`src/design/psl_consts.svh`:
```
/*
 * Offsets, field positions, reset values and timing counts for the strap
 * latch and MII receive pin block.
 * Assumes inclusion by bare name wherever these constants are needed.
 */
`ifndef PSL_CONSTS_SVH
`define PSL_CONSTS_SVH

// ============================================================
// Register offsets (byte addresses, one aligned word each)
`define PSL_STRAP_OFS       8'h00
`define PSL_CTRL_OFS        8'h04
`define PSL_STAT_OFS        8'h08

// ============================================================
// Field positions
`define PSL_CTRL_DETACH_BIT 0
`define PSL_CTRL_DUPLEX_BIT 1
`define PSL_STAT_CAPT_BIT   0
`define PSL_STAT_DRIVE_BIT  1

// ============================================================
// Reset values
`define PSL_CTRL_RST        2'h0
`define PSL_STRAP_RST       7'h00

// ============================================================
// Bus response codes
`define PSL_RESP_OKAY       2'h0
`define PSL_RESP_SLVERR     2'h2

// ============================================================
// Timing: system clock and receive clock rates, in MHz
`define PSL_CLK_MHZ         125
`define PSL_RXCLK_MHZ       25
`define PSL_RXCLK_DIV       (`PSL_CLK_MHZ / `PSL_RXCLK_MHZ)
`define PSL_RXCLK_HIGH      (`PSL_RXCLK_DIV / 2)

`endif

```
`src/design/psl_pkg.sv`:
```
/*
 * Types shared by the strap latch block: captured straps, receive
 * carrier, synchronised pin bundle and control states.
 * Assumes psl_consts.svh is available for numeric constants.
 */
package psl_pkg;

    // ============================================================
    // Captured power-on settings, bit 6 downward
    typedef struct packed {
        logic       mac_port_detach_strap;        // Bit 6
        logic       broadcast_addr_disable_strap; // Bit 5
        logic       interface_select_strap_msb;   // Bit 4
        logic       duplex_strap;                 // Bit 3
        logic [2:0] station_address_strap;        // Bits 2:0
    } psl_strap_t;

    // ============================================================
    // Receive nibble carrier from the core
    typedef struct packed {
        logic       rx_er;
        logic       rx_dv;
        logic [3:0] rxd;
    } psl_rx_t;

    // ============================================================
    // Bundle of pin levels passing the synchroniser
    typedef struct packed {
        logic       mdio;
        logic       mdc;
        logic       rx_er;
        logic       rx_clk;
        logic       rx_dv;
        logic [3:0] rxd;
    } psl_pins_t;

    // ============================================================
    // Control states
    typedef enum logic {
        st_capture,
        st_run
    } psl_state_t;

endpackage

```
`src/design/psl_top.sv`:
```
/*
 * Strap latch and shared MII receive pins with an AXI4-Lite register
 * slave and open-drain management data pin.
 * Assumes board pull resistors on the shared pins, a 125 MHz aclk and a
 * management controller clocking MDC far slower than aclk.
 */
`include "psl_consts.svh"

// Contract
// - RXD3..RXD1 latch as address bits 0..2
// - RXD0 latches as initial duplex
// - RX_DV latches as interface select bit
// - RX_CLK latches as broadcast address disable
// - RX_ER latches as initial mac_port_detach_strap setting
// - Run mode drives nibble, valid, clock, error
// - MDIO only pulled low or released
// - Logic runs from the reference clock
module psl_top (
    input  wire logic                aclk,          // System clock
    input  wire logic                aresetn,       // Sync reset, low
    input  wire logic [7:0]          s_axi_awaddr,  // Write address
    input  wire logic                s_axi_awvalid, // Write addr valid
    output      logic                s_axi_awready, // Write addr ready
    input  wire logic [31:0]         s_axi_wdata,   // Write data
    input  wire logic [3:0]          s_axi_wstrb,   // Write strobes
    input  wire logic                s_axi_wvalid,  // Write data valid
    output      logic                s_axi_wready,  // Write data ready
    output      logic [1:0]          s_axi_bresp,   // Write response
    output      logic                s_axi_bvalid,  // Write resp valid
    input  wire logic                s_axi_bready,  // Write resp ready
    input  wire logic [7:0]          s_axi_araddr,  // Read address
    input  wire logic                s_axi_arvalid, // Read addr valid
    output      logic                s_axi_arready, // Read addr ready
    output      logic [31:0]         s_axi_rdata,   // Read data
    output      logic [1:0]          s_axi_rresp,   // Read response
    output      logic                s_axi_rvalid,  // Read data valid
    input  wire logic                s_axi_rready,  // Read data ready
    input  wire psl_pkg::psl_rx_t    rx_data,       // Core receive data
    input  wire logic [3:0]          rxd_i,         // Nibble pin level
    output      logic [3:0]          rxd_o,         // Nibble pin drive
    output      logic                rxd_oe,        // Nibble pin enable
    input  wire logic                rx_dv_i,       // Valid pin level
    output      logic                rx_dv_o,       // Valid pin drive
    output      logic                rx_dv_oe,      // Valid pin enable
    input  wire logic                rx_clk_i,      // Clock pin level
    output      logic                rx_clk_o,      // Clock pin drive
    output      logic                rx_clk_oe,     // Clock pin enable
    input  wire logic                rx_er_i,       // Error pin level
    output      logic                rx_er_o,       // Error pin drive
    output      logic                rx_er_oe,      // Error pin enable
    input  wire logic                mdc_i,         // Management clock
    input  wire logic                mdio_i,        // MDIO pin level
    output      logic                mdio_o,        // MDIO drive, low
    output      logic                mdio_oe,       // MDIO pull enable
    input  wire logic                mgmt_drive_en, // Core owns MDIO
    input  wire logic                mgmt_drive_bit,// Core MDIO bit
    output      logic                mgmt_sample,   // MDIO at MDC rise
    output      logic                mgmt_mdc_rise, // MDC rise pulse
    output      psl_pkg::psl_strap_t strap_cfg,     // Captured straps
    output      logic                duplex_mode,   // Active duplex
    output      logic                detach_active  // Pins detached
);
    import psl_pkg::*;

    // ============================================================
    // Pin synchronisers
    psl_pins_t pins_async;
    psl_pins_t pins_sync;

    assign pins_async = '{mdio: mdio_i, mdc: mdc_i, rx_er: rx_er_i,
                          rx_clk: rx_clk_i, rx_dv: rx_dv_i, rxd: rxd_i};

    psl_sync2 #(
        .W ($bits(psl_pins_t))
    ) u_sync (
        .aclk (aclk),
        .din  (pins_async),
        .dout (pins_sync)
    );

    // ============================================================
    // Strap capture and run state
    psl_state_t state_ff,  nxt_state_ff;
    psl_strap_t strap_ff,  nxt_strap_ff;
    logic [1:0] ctrl_ff,   nxt_ctrl_ff;
    logic       wr_do;
    logic [1:0] wr_ctrl;

    // Capture in the first cycle after release; pins are still undriven
    always_comb begin
        nxt_state_ff = state_ff;
        nxt_strap_ff = strap_ff;
        nxt_ctrl_ff  = ctrl_ff;
        case (state_ff)
            st_capture: begin
                nxt_strap_ff.station_address_strap =
                    {pins_sync.rxd[1], pins_sync.rxd[2],
                     pins_sync.rxd[3]};
                nxt_strap_ff.duplex_strap = pins_sync.rxd[0];
                nxt_strap_ff.interface_select_strap_msb =
                    pins_sync.rx_dv;
                nxt_strap_ff.broadcast_addr_disable_strap =
                    pins_sync.rx_clk;
                nxt_strap_ff.mac_port_detach_strap =
                    pins_sync.rx_er;
                nxt_ctrl_ff[`PSL_CTRL_DETACH_BIT] = pins_sync.rx_er;
                nxt_ctrl_ff[`PSL_CTRL_DUPLEX_BIT] = pins_sync.rxd[0];
                nxt_state_ff = st_run;
            end
            st_run: begin
                if (wr_do) begin
                    nxt_ctrl_ff = wr_ctrl;
                end
            end
            default: begin
                nxt_state_ff = st_capture;
            end
        endcase
    end

    // Straps change only in the capture state, so they hold until reset
    always_ff @(posedge aclk) begin
        if (!aresetn) begin
            state_ff <= st_capture;
            strap_ff <= `PSL_STRAP_RST;
            ctrl_ff  <= `PSL_CTRL_RST;
        end else begin
            state_ff <= nxt_state_ff;
            strap_ff <= nxt_strap_ff;
            ctrl_ff  <= nxt_ctrl_ff;
        end
    end

    // ============================================================
    // AXI4-Lite write channel
    logic aw_held_ff, nxt_aw_held_ff;
    logic w_held_ff,  nxt_w_held_ff;
    logic awready_ff, nxt_awready_ff;
    logic wready_ff,  nxt_wready_ff;
    logic bvalid_ff,  nxt_bvalid_ff;
    logic [1:0] bresp_ff, nxt_bresp_ff;
    logic [7:0] awaddr_ff, nxt_awaddr_ff;
    logic [31:0] wdata_ff, nxt_wdata_ff;
    logic [3:0] wstrb_ff, nxt_wstrb_ff;

    // Address and data may arrive in either order; each is held alone
    always_comb begin
        nxt_aw_held_ff = aw_held_ff;
        nxt_w_held_ff  = w_held_ff;
        nxt_awaddr_ff  = awaddr_ff;
        nxt_wdata_ff   = wdata_ff;
        nxt_wstrb_ff   = wstrb_ff;
        nxt_bvalid_ff  = bvalid_ff;
        nxt_bresp_ff   = bresp_ff;
        wr_do          = 1'b0;
        wr_ctrl        = ctrl_ff;
        if (s_axi_awvalid && awready_ff) begin
            nxt_aw_held_ff = 1'b1;
            nxt_awaddr_ff  = s_axi_awaddr;
        end
        if (s_axi_wvalid && wready_ff) begin
            nxt_w_held_ff = 1'b1;
            nxt_wdata_ff  = s_axi_wdata;
            nxt_wstrb_ff  = s_axi_wstrb;
        end
        if (bvalid_ff && s_axi_bready) begin
            nxt_bvalid_ff = 1'b0;
        end
        if (aw_held_ff && w_held_ff && !bvalid_ff) begin
            nxt_aw_held_ff = 1'b0;
            nxt_w_held_ff  = 1'b0;
            nxt_bvalid_ff  = 1'b1;
            nxt_bresp_ff   = `PSL_RESP_OKAY;
            case (awaddr_ff)
                `PSL_CTRL_OFS: begin
                    wr_do = wstrb_ff[0];
                    wr_ctrl = wdata_ff[1:0];
                end
                `PSL_STRAP_OFS, `PSL_STAT_OFS: begin
                    wr_do = 1'b0;
                end
                default: begin
                    nxt_bresp_ff = `PSL_RESP_SLVERR;
                end
            endcase
        end
        nxt_awready_ff = !nxt_aw_held_ff && !nxt_bvalid_ff;
        nxt_wready_ff  = !nxt_w_held_ff && !nxt_bvalid_ff;
    end

    always_ff @(posedge aclk) begin
        if (!aresetn) begin
            aw_held_ff <= 1'b0;
            w_held_ff  <= 1'b0;
            awready_ff <= 1'b0;
            wready_ff  <= 1'b0;
            bvalid_ff  <= 1'b0;
            bresp_ff   <= `PSL_RESP_OKAY;
            awaddr_ff  <= 8'h00;
            wdata_ff   <= 32'h0000_0000;
            wstrb_ff   <= 4'h0;
        end else begin
            aw_held_ff <= nxt_aw_held_ff;
            w_held_ff  <= nxt_w_held_ff;
            awready_ff <= nxt_awready_ff;
            wready_ff  <= nxt_wready_ff;
            bvalid_ff  <= nxt_bvalid_ff;
            bresp_ff   <= nxt_bresp_ff;
            awaddr_ff  <= nxt_awaddr_ff;
            wdata_ff   <= nxt_wdata_ff;
            wstrb_ff   <= nxt_wstrb_ff;
        end
    end

    // ============================================================
    // AXI4-Lite read channel
    logic        arready_ff, nxt_arready_ff;
    logic        rvalid_ff,  nxt_rvalid_ff;
    logic [31:0] rdata_ff,   nxt_rdata_ff;
    logic [1:0]  rresp_ff,   nxt_rresp_ff;
    logic        drive_ff,   nxt_drive_ff;

    // One read in flight; unmapped addresses answer zero with an error
    always_comb begin
        nxt_rvalid_ff = rvalid_ff;
        nxt_rdata_ff  = rdata_ff;
        nxt_rresp_ff  = rresp_ff;
        if (rvalid_ff && s_axi_rready) begin
            nxt_rvalid_ff = 1'b0;
        end
        if (s_axi_arvalid && arready_ff) begin
            nxt_rvalid_ff = 1'b1;
            nxt_rresp_ff  = `PSL_RESP_OKAY;
            nxt_rdata_ff  = 32'h0000_0000;
            case (s_axi_araddr)
                `PSL_STRAP_OFS: nxt_rdata_ff[$bits(psl_strap_t)-1:0] =
                    strap_ff;
                `PSL_CTRL_OFS: nxt_rdata_ff[1:0] = ctrl_ff;
                `PSL_STAT_OFS: begin
                    nxt_rdata_ff[`PSL_STAT_CAPT_BIT] = (state_ff == st_run);
                    nxt_rdata_ff[`PSL_STAT_DRIVE_BIT] = drive_ff;
                end
                default: nxt_rresp_ff = `PSL_RESP_SLVERR;
            endcase
        end
        nxt_arready_ff = !nxt_rvalid_ff;
    end

    always_ff @(posedge aclk) begin
        if (!aresetn) begin
            arready_ff <= 1'b0;
            rvalid_ff  <= 1'b0;
            rdata_ff   <= 32'h0000_0000;
            rresp_ff   <= `PSL_RESP_OKAY;
        end else begin
            arready_ff <= nxt_arready_ff;
            rvalid_ff  <= nxt_rvalid_ff;
            rdata_ff   <= nxt_rdata_ff;
            rresp_ff   <= nxt_rresp_ff;
        end
    end

    // ============================================================
    // Receive pin drive and receive clock divider
    localparam logic [2:0] RXCLK_LAST = 3'(`PSL_RXCLK_DIV - 1);
    localparam logic [2:0] RXCLK_HIGH = 3'(`PSL_RXCLK_HIGH);
    logic [2:0] div_ff,   nxt_div_ff;
    psl_rx_t    rxo_ff,   nxt_rxo_ff;
    logic       rxclk_ff, nxt_rxclk_ff;

    // Divider derives the receive clock from the reference clock
    always_comb begin
        nxt_div_ff   = (div_ff == RXCLK_LAST) ? 3'h0 : div_ff + 3'h1;
        nxt_rxclk_ff = (nxt_div_ff < RXCLK_HIGH);
        nxt_rxo_ff   = rx_data;
        // Drivers wait for capture and stay off while detached
        nxt_drive_ff = (state_ff == st_run) &&
                       !nxt_ctrl_ff[`PSL_CTRL_DETACH_BIT];
    end

    always_ff @(posedge aclk) begin
        if (!aresetn) begin
            div_ff   <= RXCLK_LAST;  // First high phase is full length
            rxclk_ff <= 1'b0;
            rxo_ff   <= '0;
            drive_ff <= 1'b0;
        end else begin
            div_ff   <= nxt_div_ff;
            rxclk_ff <= nxt_rxclk_ff;
            rxo_ff   <= nxt_rxo_ff;
            drive_ff <= nxt_drive_ff;
        end
    end

    // ============================================================
    // Management data pin, open drain
    logic mdc_d_ff,   nxt_mdc_d_ff;
    logic rise_ff,    nxt_rise_ff;
    logic sample_ff,  nxt_sample_ff;
    logic mdoe_ff,    nxt_mdoe_ff;

    // MDC is slow, so a sampled edge is early enough to move MDIO
    always_comb begin
        nxt_mdc_d_ff  = pins_sync.mdc;
        nxt_rise_ff   = pins_sync.mdc && !mdc_d_ff;
        nxt_sample_ff = sample_ff;
        nxt_mdoe_ff   = mdoe_ff;
        if (nxt_rise_ff) begin
            nxt_sample_ff = pins_sync.mdio;
            nxt_mdoe_ff   = mgmt_drive_en && !mgmt_drive_bit;
        end
        if (!mgmt_drive_en) begin
            nxt_mdoe_ff = 1'b0;
        end
    end

    always_ff @(posedge aclk) begin
        if (!aresetn) begin
            mdc_d_ff  <= 1'b0;
            rise_ff   <= 1'b0;
            sample_ff <= 1'b0;
            mdoe_ff   <= 1'b0;
        end else begin
            mdc_d_ff  <= nxt_mdc_d_ff;
            rise_ff   <= nxt_rise_ff;
            sample_ff <= nxt_sample_ff;
            mdoe_ff   <= nxt_mdoe_ff;
        end
    end

    // ============================================================
    // Output wiring, all from flip-flops except mdio_o, tied to a constant 0
    assign s_axi_awready = awready_ff;
    assign s_axi_wready  = wready_ff;
    assign s_axi_bvalid  = bvalid_ff;
    assign s_axi_bresp   = bresp_ff;
    assign s_axi_arready = arready_ff;
    assign s_axi_rvalid  = rvalid_ff;
    assign s_axi_rdata   = rdata_ff;
    assign s_axi_rresp   = rresp_ff;
    assign rxd_o         = rxo_ff.rxd;
    assign rx_dv_o       = rxo_ff.rx_dv;
    assign rx_er_o       = rxo_ff.rx_er;
    assign rx_clk_o      = rxclk_ff;
    assign rxd_oe        = drive_ff;
    assign rx_dv_oe      = drive_ff;
    assign rx_clk_oe     = drive_ff;
    assign rx_er_oe      = drive_ff;
    assign mdio_o        = 1'b0;        // Never drives high
    assign mdio_oe       = mdoe_ff;
    assign mgmt_sample   = sample_ff;
    assign mgmt_mdc_rise = rise_ff;
    assign strap_cfg     = strap_ff;
    assign duplex_mode   = ctrl_ff[`PSL_CTRL_DUPLEX_BIT];
    assign detach_active = ctrl_ff[`PSL_CTRL_DETACH_BIT];

endmodule // psl_top

```
`src/design/psl_sync2.sv`:
```
/*
 * Two flip-flop level synchroniser of parameterised width.
 * Assumes inputs are asynchronous levels; no reset, data only.
 */
module psl_sync2 #(
    parameter int W = 1
) (
    input  wire logic         aclk,   // System clock
    input  wire logic [W-1:0] din,    // Asynchronous levels
    output      logic [W-1:0] dout    // Synchronised levels
);

    logic [W-1:0] meta_ff;
    logic [W-1:0] sync_ff;

    // ============================================================
    // First stage is read only by the second
    always_ff @(posedge aclk) begin
        meta_ff <= din;
        sync_ff <= meta_ff;
    end

    assign dout = sync_ff;

endmodule // psl_sync2

```
`config.mk`:
```
export PLATFORM = sky130hd
export DESIGN_NAME = psl_top
export DESIGN_NICKNAME = d
export VERILOG_FILES = /design/src/design/psl_pkg.sv /design/src/design/psl_top.sv /design/src/design/psl_sync2.sv
export VERILOG_INCLUDE_DIRS = /design/src /design/src/design
export SDC_FILE = /design/constraint.sdc
export NUM_CORES = 1
export LEC_CHECK = 0
export BUFFER_PORTS_ARGS = -buffer_cell sky130_fd_sc_hd__buf_2
export CORE_MARGIN = 8
export CORE_UTILIZATION = 39
export DETAILED_ROUTE_END_ITERATION = 8
export PLACE_DENSITY = 0.8
export SYNTH_ARGS = -nofsm -noshare
export SYNTH_HDL_FRONTEND = slang
export SYNTH_SLANG_ARGS = --single-unit
```
`constraint.sdc`:
```
create_clock -name aclk -period 1.3 [get_ports aclk]
set_clock_uncertainty 0.05 [all_clocks]
set_input_delay 0.195 -clock aclk [delete_from_list [all_inputs] [get_ports aclk]]
set_output_delay 0.195 -clock aclk [all_outputs]
set_load 0.03 [all_outputs]
```
==> flow_summary.yaml, run 1 <==
status:
  status: "complete, but fails checks"
  violations: "negative setup slack"
floorplanning:
  initial_core_util_pct: 39.7
  fp.dieW_um: 95.7
  num_io_pins: 141
  coreArea_um2: 6240
  rows: 29
  die_height_um: 95.7
  die_area_um2: 9170
sta:
  period_minus_slack_ps: 1350
  finalCritPeriodShare_pct: 104
  fmax_mhz: 739
  grt_setup_unrepaired: "true"
  tns_ps: -65.1
  finalSetupViolations: 3
  drv_slew: 0
  hold_viol: 0
  worst_slack_ps: -52.3
setup_path:
  crit_arrival_ps: 1540
  required_ps: 1490
  setup.worst_path.end_class: "register"
  path_max_fanout: 3
  critPathMaxStageDelay_ps: 340
  crit_path_start_kind: "register"
  critPathSlowestCell: "dfxtp_2"
  cp_cell_sequence: "nor4_4 > nand4_1 > mux2i_1 > and2_1"
  criticalPathCategory: "reg2reg"
yosys:
  yosys-top-cells-count: "dfxtp_1, buf_4, nand2_1"
  yosysWarnings: 0
  synth_top_cell_by_area: "dfxtp_1"
  async_reset_ff_share_pct: 0
  synth_xor_area_share_pct: 0
  synth_top_family_by_area: "simple AND/OR/NAND/NOR gates"
  synth_top_area_share_pct: 56.5
  synth_compound_area_share_pct: 7.47
  synth_area_um2: 2480
  synth_area_leaders: "dfxtp_1, buf_4, mux2i_1"
  netlist_instances: 245
  synth_most_common_cell: "dfxtp_1"
  synthFlopType: "dfxtp_1"
  ys_types: 31
  ys_ff_latch: 70
  synth_edf_count: 0
  ys_seq_area_share_pct: 56.5
  synth-simple-area-share_pct: 17.9
  synthAdderAreaFrac_pct: 1.01
  yosys-mux-area-fraction_pct: 4.84
  post_synth.cell_area_avg_um2: 10.1
detailed_routing:
  num_vias: 1890
  drtIter0Drc: 70
  drt-pass1-iter-count: 4
  drc: 0
  wl_per_cell_um: 12.7
  ant_nets: 0
  vias_per_cell: 4.42
  wl_um: 5440
clock_tree:
  post-cts-setup-buffers: 0
  cts_tree: "done"
  clock_path_buffers: 2
  clk_latency_ps: 340
  clk_pin_slew_ps: 80
  cts_buffers: 9
  cts_sinks: 70
  htree_levels: 3
  root_buffer: "clkbuf_8"
power:
  pwr-share-comb_pct: 13.7
  p_seq_share_pct: 47.8
  intPower_mw: 3.61
  p_switching_mw: 1.33
  powerDensity_nw_per_um2: 1530
  p_clk_share_pct: 38.5
  max-vdd-ir-drop_mv: 0.915
  p_leak_nw: 1.54
  swShare_pct: 27.0
global_routing:
  grt_start_max_net_pins: 20
  grt_overflow_total: 0
  grt_usage_pct: 12.2
  grt_pass1_vias: 1873
  grt_antenna_before_repair: 0
  grt_pass1_wl_um: 8440
cells_and_area:
  antenna_cells: 0
  fillerInstances: 560
  drive_above_1_share_pct: 30.8
  instances_no_fill: 428
  final_nets: 424
  area_growth_pct: 30.6
worst_hold_path:
  hold_path.class: "in2reg"
flow_run:
  cap_violations: 0
place:
  dpl.hpwl_um: 3970
  port_buffers: 79
  place_inst: 396
  place_congestion: 0.737
-- placed cells by master, fill, tap and decap left out --
master and n:
conb_1 28, dfxtp_1 68, nor3b_2 1, buf_2 79, nand3_1 3, dlygate4sd3_1 16
a211oi_1 3, nand2_1 28, and2_1 10, o21ai_0 4, o22ai_1 1, clkinv_4 3
clkinvlp_4 1, mux2i_1 12, and3b_1 2, clkinv_2 1, a22oi_1 7, nand2b_1 4
ha_1 2, or4_4 1, bufinv_16 2, nor2_1 26, nor4_4 2, dfxtp_2 2
nand3b_1 2, buf_4 6, nor2b_1 2, clkbuf_8 9, and4bb_4 1, and3_1 3
a311oi_1 1, a21oi_1 15, inv_1 4, nand4_1 2
-- flip-flops by register name, summed over array words and instances, names as in the netlist, 2 cells and up --
signal	cells
rxd_o	4
u_sync.meta_ff	9
s_axi_rdata	7
div_ff	3
wdata_ff	2
strap_cfg	7
ctrl_ff	2
u_sync.dout	9
awaddr_ff	8
-- final cells by class --
class                   count  area [um^2]  share of cell area [%]
well taps                  77         96.3                    2.98
clock buffers               9          124                    3.83
multi-input cells         160          900                    27.8
clock inverters             7         98.8                    3.05
flip-flops and latches     70         1400                    43.4
repair buffers            101          601                    18.5
inverters                   4         15.0                   0.464
-- power by group through the flow --
stage / clock, mW / sequential (mW) / combinational, mW
floorplan: 0 / 2.52 / 0.404
global placement: 0 / 2.40 / 0.620
detailed placement: 0 / 2.41 / 0.636
CTS: 1.96 / 2.37 / 0.683
global route: 2.08 / 2.38 / 0.743
finish: 1.91 / 2.36 / 0.678
-- what timing repair did --
item | CTS | global route
hold endpoints to repair | 16 | 0
cloned | 0 | 0
hold buffers | 16 | 0
setup endpoints to repair | 3 | 3
pin swaps | 2 | 1
resized for setup | 4 | 0
-- critical path: cells and delay by family (launching register included) --
kind,cells,cell delay (ps)
AND/OR/NAND/NOR,3,680
flip-flops,1,340
multiplexers,1,180
-- metrics by stage --
stage	hold WS (ps)	instance area, um^2	setup slack, ps	power, mW	util [%]
after floorplan	173	2580	-24.3	2.92	-
after global routing	11.0	3240	-126	5.20	51.9
final	29.4	3240	-52.3	4.95	51.9
after CTS	8.06	3240	-92.9	5.01	51.9
after global placement	249	2830	-175	3.02	45.4
after detailed placement	249	2830	-191	3.05	45.4
-- cells by family after synthesis --
logic type      after synthesis
fa+ha+maj                     2
simple gates                 87
mux                          12
buf+inv                      42
flops                        70
compound gates               31
other cells                   1
-- metal layers --
metal  track usage [%]  part of all wire, %
met1              12.7                   39
met2              19.5                   47
met3              7.10                   13
met4              5.76                  1.5
met5                 0                    0
-- worst paths after layout --
check / from / endpoint / slack, ps / cells past startpoint
setup / recovery: awaddr_ff[5] / rx_clk_oe / -50 / 4
hold / removal: s_axi_awaddr[5] / awaddr_ff[5] / 30 / 3
setup reg to reg: awaddr_ff[5] / rx_clk_oe / -50 / 4
hold reg to reg: u_sync.meta_ff[3] / u_sync.dout[3] / 280 / 0
(Power assumes the default switching activity.)
==> inputs of run 2 (changes only) <==
Settings changed: CORE_UTILIZATION 39 to 30, HOLD_SLACK_MARGIN from default to 0.06, PLACE_DENSITY 0.8 to 0.65.
==> run 2 against run 1 <==
Compared with the run above:
- the flow still finishes with violations (negative setup slack)
- hold slack gained 46 ps
- non-clock buffer count grew 14
- die area is 25% higher
- sequential share of layout area decreased by 1.9 points
- critical path depth stayed put
- total power fell by 2.3%
- critical endpoint unchanged
- via count up 1.7%
- register-to-register slack is essentially flat
==> flow_summary.yaml, run 2 (synthesized netlist as in run 1, its figures left out) <==
worst_hold_path:
  min_path_cells: 1
  hold_path.class: "in2reg"
  min_to: "state_ff"
  hp-start: "aresetn"
clock_tree:
  clock_path_buffers: 2
  htree_levels: 3
  cts_tree: "done"
  root_buffer: "clkbuf_8"
  clk_latency_ps: 330
  clk_pin_slew_ps: 70
  cts_buffers: 9
  cts_sinks: 70
global_routing:
  grt_overflow_total: 0
  grt_pass1_vias: 1975
  grt_pass1_wl_um: 8960
  grt_antenna_before_repair: 0
  grt_usage_pct: 9.84
  grt_start_max_net_pins: 19
status:
  status: "complete, but fails checks"
  violations: "negative setup slack"
setup_path:
  rr_worst_depth: 4
  crit_path_start_kind: "register"
  setup.worst_path.end_class: "register"
  crit_path_start: "awaddr_ff[5]"
  crit_arrival_ps: 1540
  required_ps: 1480
  critPathMaxStageDelay_ps: 340
  rr_endpoint: "rx_clk_oe"
  criticalPathCategory: "reg2reg"
  rrSetupSlack_ps: -60
  path_max_fanout: 3
  timing.rr.start: "awaddr_ff[5]"
  cp_cell_sequence: "nor4_4 > nand4_1 > mux2i_1 > and2_1"
  critPathSlowestCell: "dfxtp_2"
sta:
  finalCritPeriodShare_pct: 104
  finalSetupViolations: 3
  tns_ps: -95.4
  fmax_mhz: 737
  worst_slack_ps: -56.5
  drv_slew: 0
  grt_setup_unrepaired: "true"
  hold_viol: 0
  timing.hold.ws_ps: 75.9
  period_minus_slack_ps: 1360
cells_and_area:
  final_common_cell: "buf_2"
  area_growth_pct: 36.5
  final_nets: 438
  antenna_cells: 0
  drive_above_1_share_pct: 30.4
  layout_common_cells: "buf_2, dfxtp_1, nand2_1, conb_1"
  fillerInstances: 789
  stdcell_area_um2: 3380
  utilization_pct: 41.6
  instances_no_fill: 470
power:
  p_leak_nw: 1.59
  max-vdd-ir-drop_mv: 0.705
  p_total_mw: 4.83
  powerDensity_nw_per_um2: 1430
detailed_routing:
  num_vias: 1922
  wl_um: 5660
  ant_nets: 0
  drtIter0Drc: 42
  wl_per_cell_um: 12.0
  vias_per_cell: 4.09
  drc: 0
  drt-pass1-iter-count: 4
floorplanning:
  rows: 33
  die_area_um2: 11400
  die_height_um: 107
  fp.dieW_um: 107
  coreArea_um2: 8130
  num_io_pins: 141
  initial_core_util_pct: 30.5
place:
  dpl_worst_slack_ps: -205
  dpl-instance-area_um2: 2900
  port_buffers: 79
  place_congestion: 0.746
  dpl.hpwl_um: 4150
  place_inst: 428
flow_run:
  cap_violations: 0
[run 2: critical path: cells and delay by family (launching register included)]
family,cells,cell delay [ps]
flip-flops,1,340
multiplexers,1,180
AND/OR/NAND/NOR,3,700
[run 2: per-layer routing]
layer	track usage [%]	routed length [um]
met1	10.5	2340
met2	16.4	2660
met3	3.90	556
met4	5.23	106
met5	0	0
[run 2: cell type report]
class / count / area [um^2] / share of cell area (%)
Clock buffer: 11 / 151 / 4.47
Clock inverter: 5 / 57.6 / 1.70
Inverter: 4 / 15.0 / 0.444
Multi-Input combinational cell: 160 / 895 / 26.4
Sequential cell: 70 / 1400 / 41.5
Tap cell: 105 / 131 / 3.88
Timing Repair Buffer: 115 / 731 / 21.6
[run 2: power by group]
part	total, mW	switching (mW)	internal, mW	leakage [nW]
Combinational	0.710	0.442	0.268	0.911
Clock	1.76	0.773	0.986	0.0976
Sequential	2.37	0.0776	2.29	0.581
[run 2: how the worst max path moves through the flow]
stage	to	slack, ps	depth (start not counted)
floorplan	s_axi_rdata[2]	-20	4
global placement	rx_clk_oe	-190	4
detailed placement	s_axi_rdata[2]	-210	5
CTS	rx_clk_oe	-80	4
global route	ctrl_ff[1]	-170	4
finish	rx_clk_oe	-60	4
[run 2: what timing repair did]
item / CTS / global route
resized for setup: 3 / 0
pin swaps: 2 / 1
hold buffers: 26 / 0
setup endpoints to repair: 3 / 3
buffers inserted: 0 / 0
hold endpoints to repair: 25 / 0
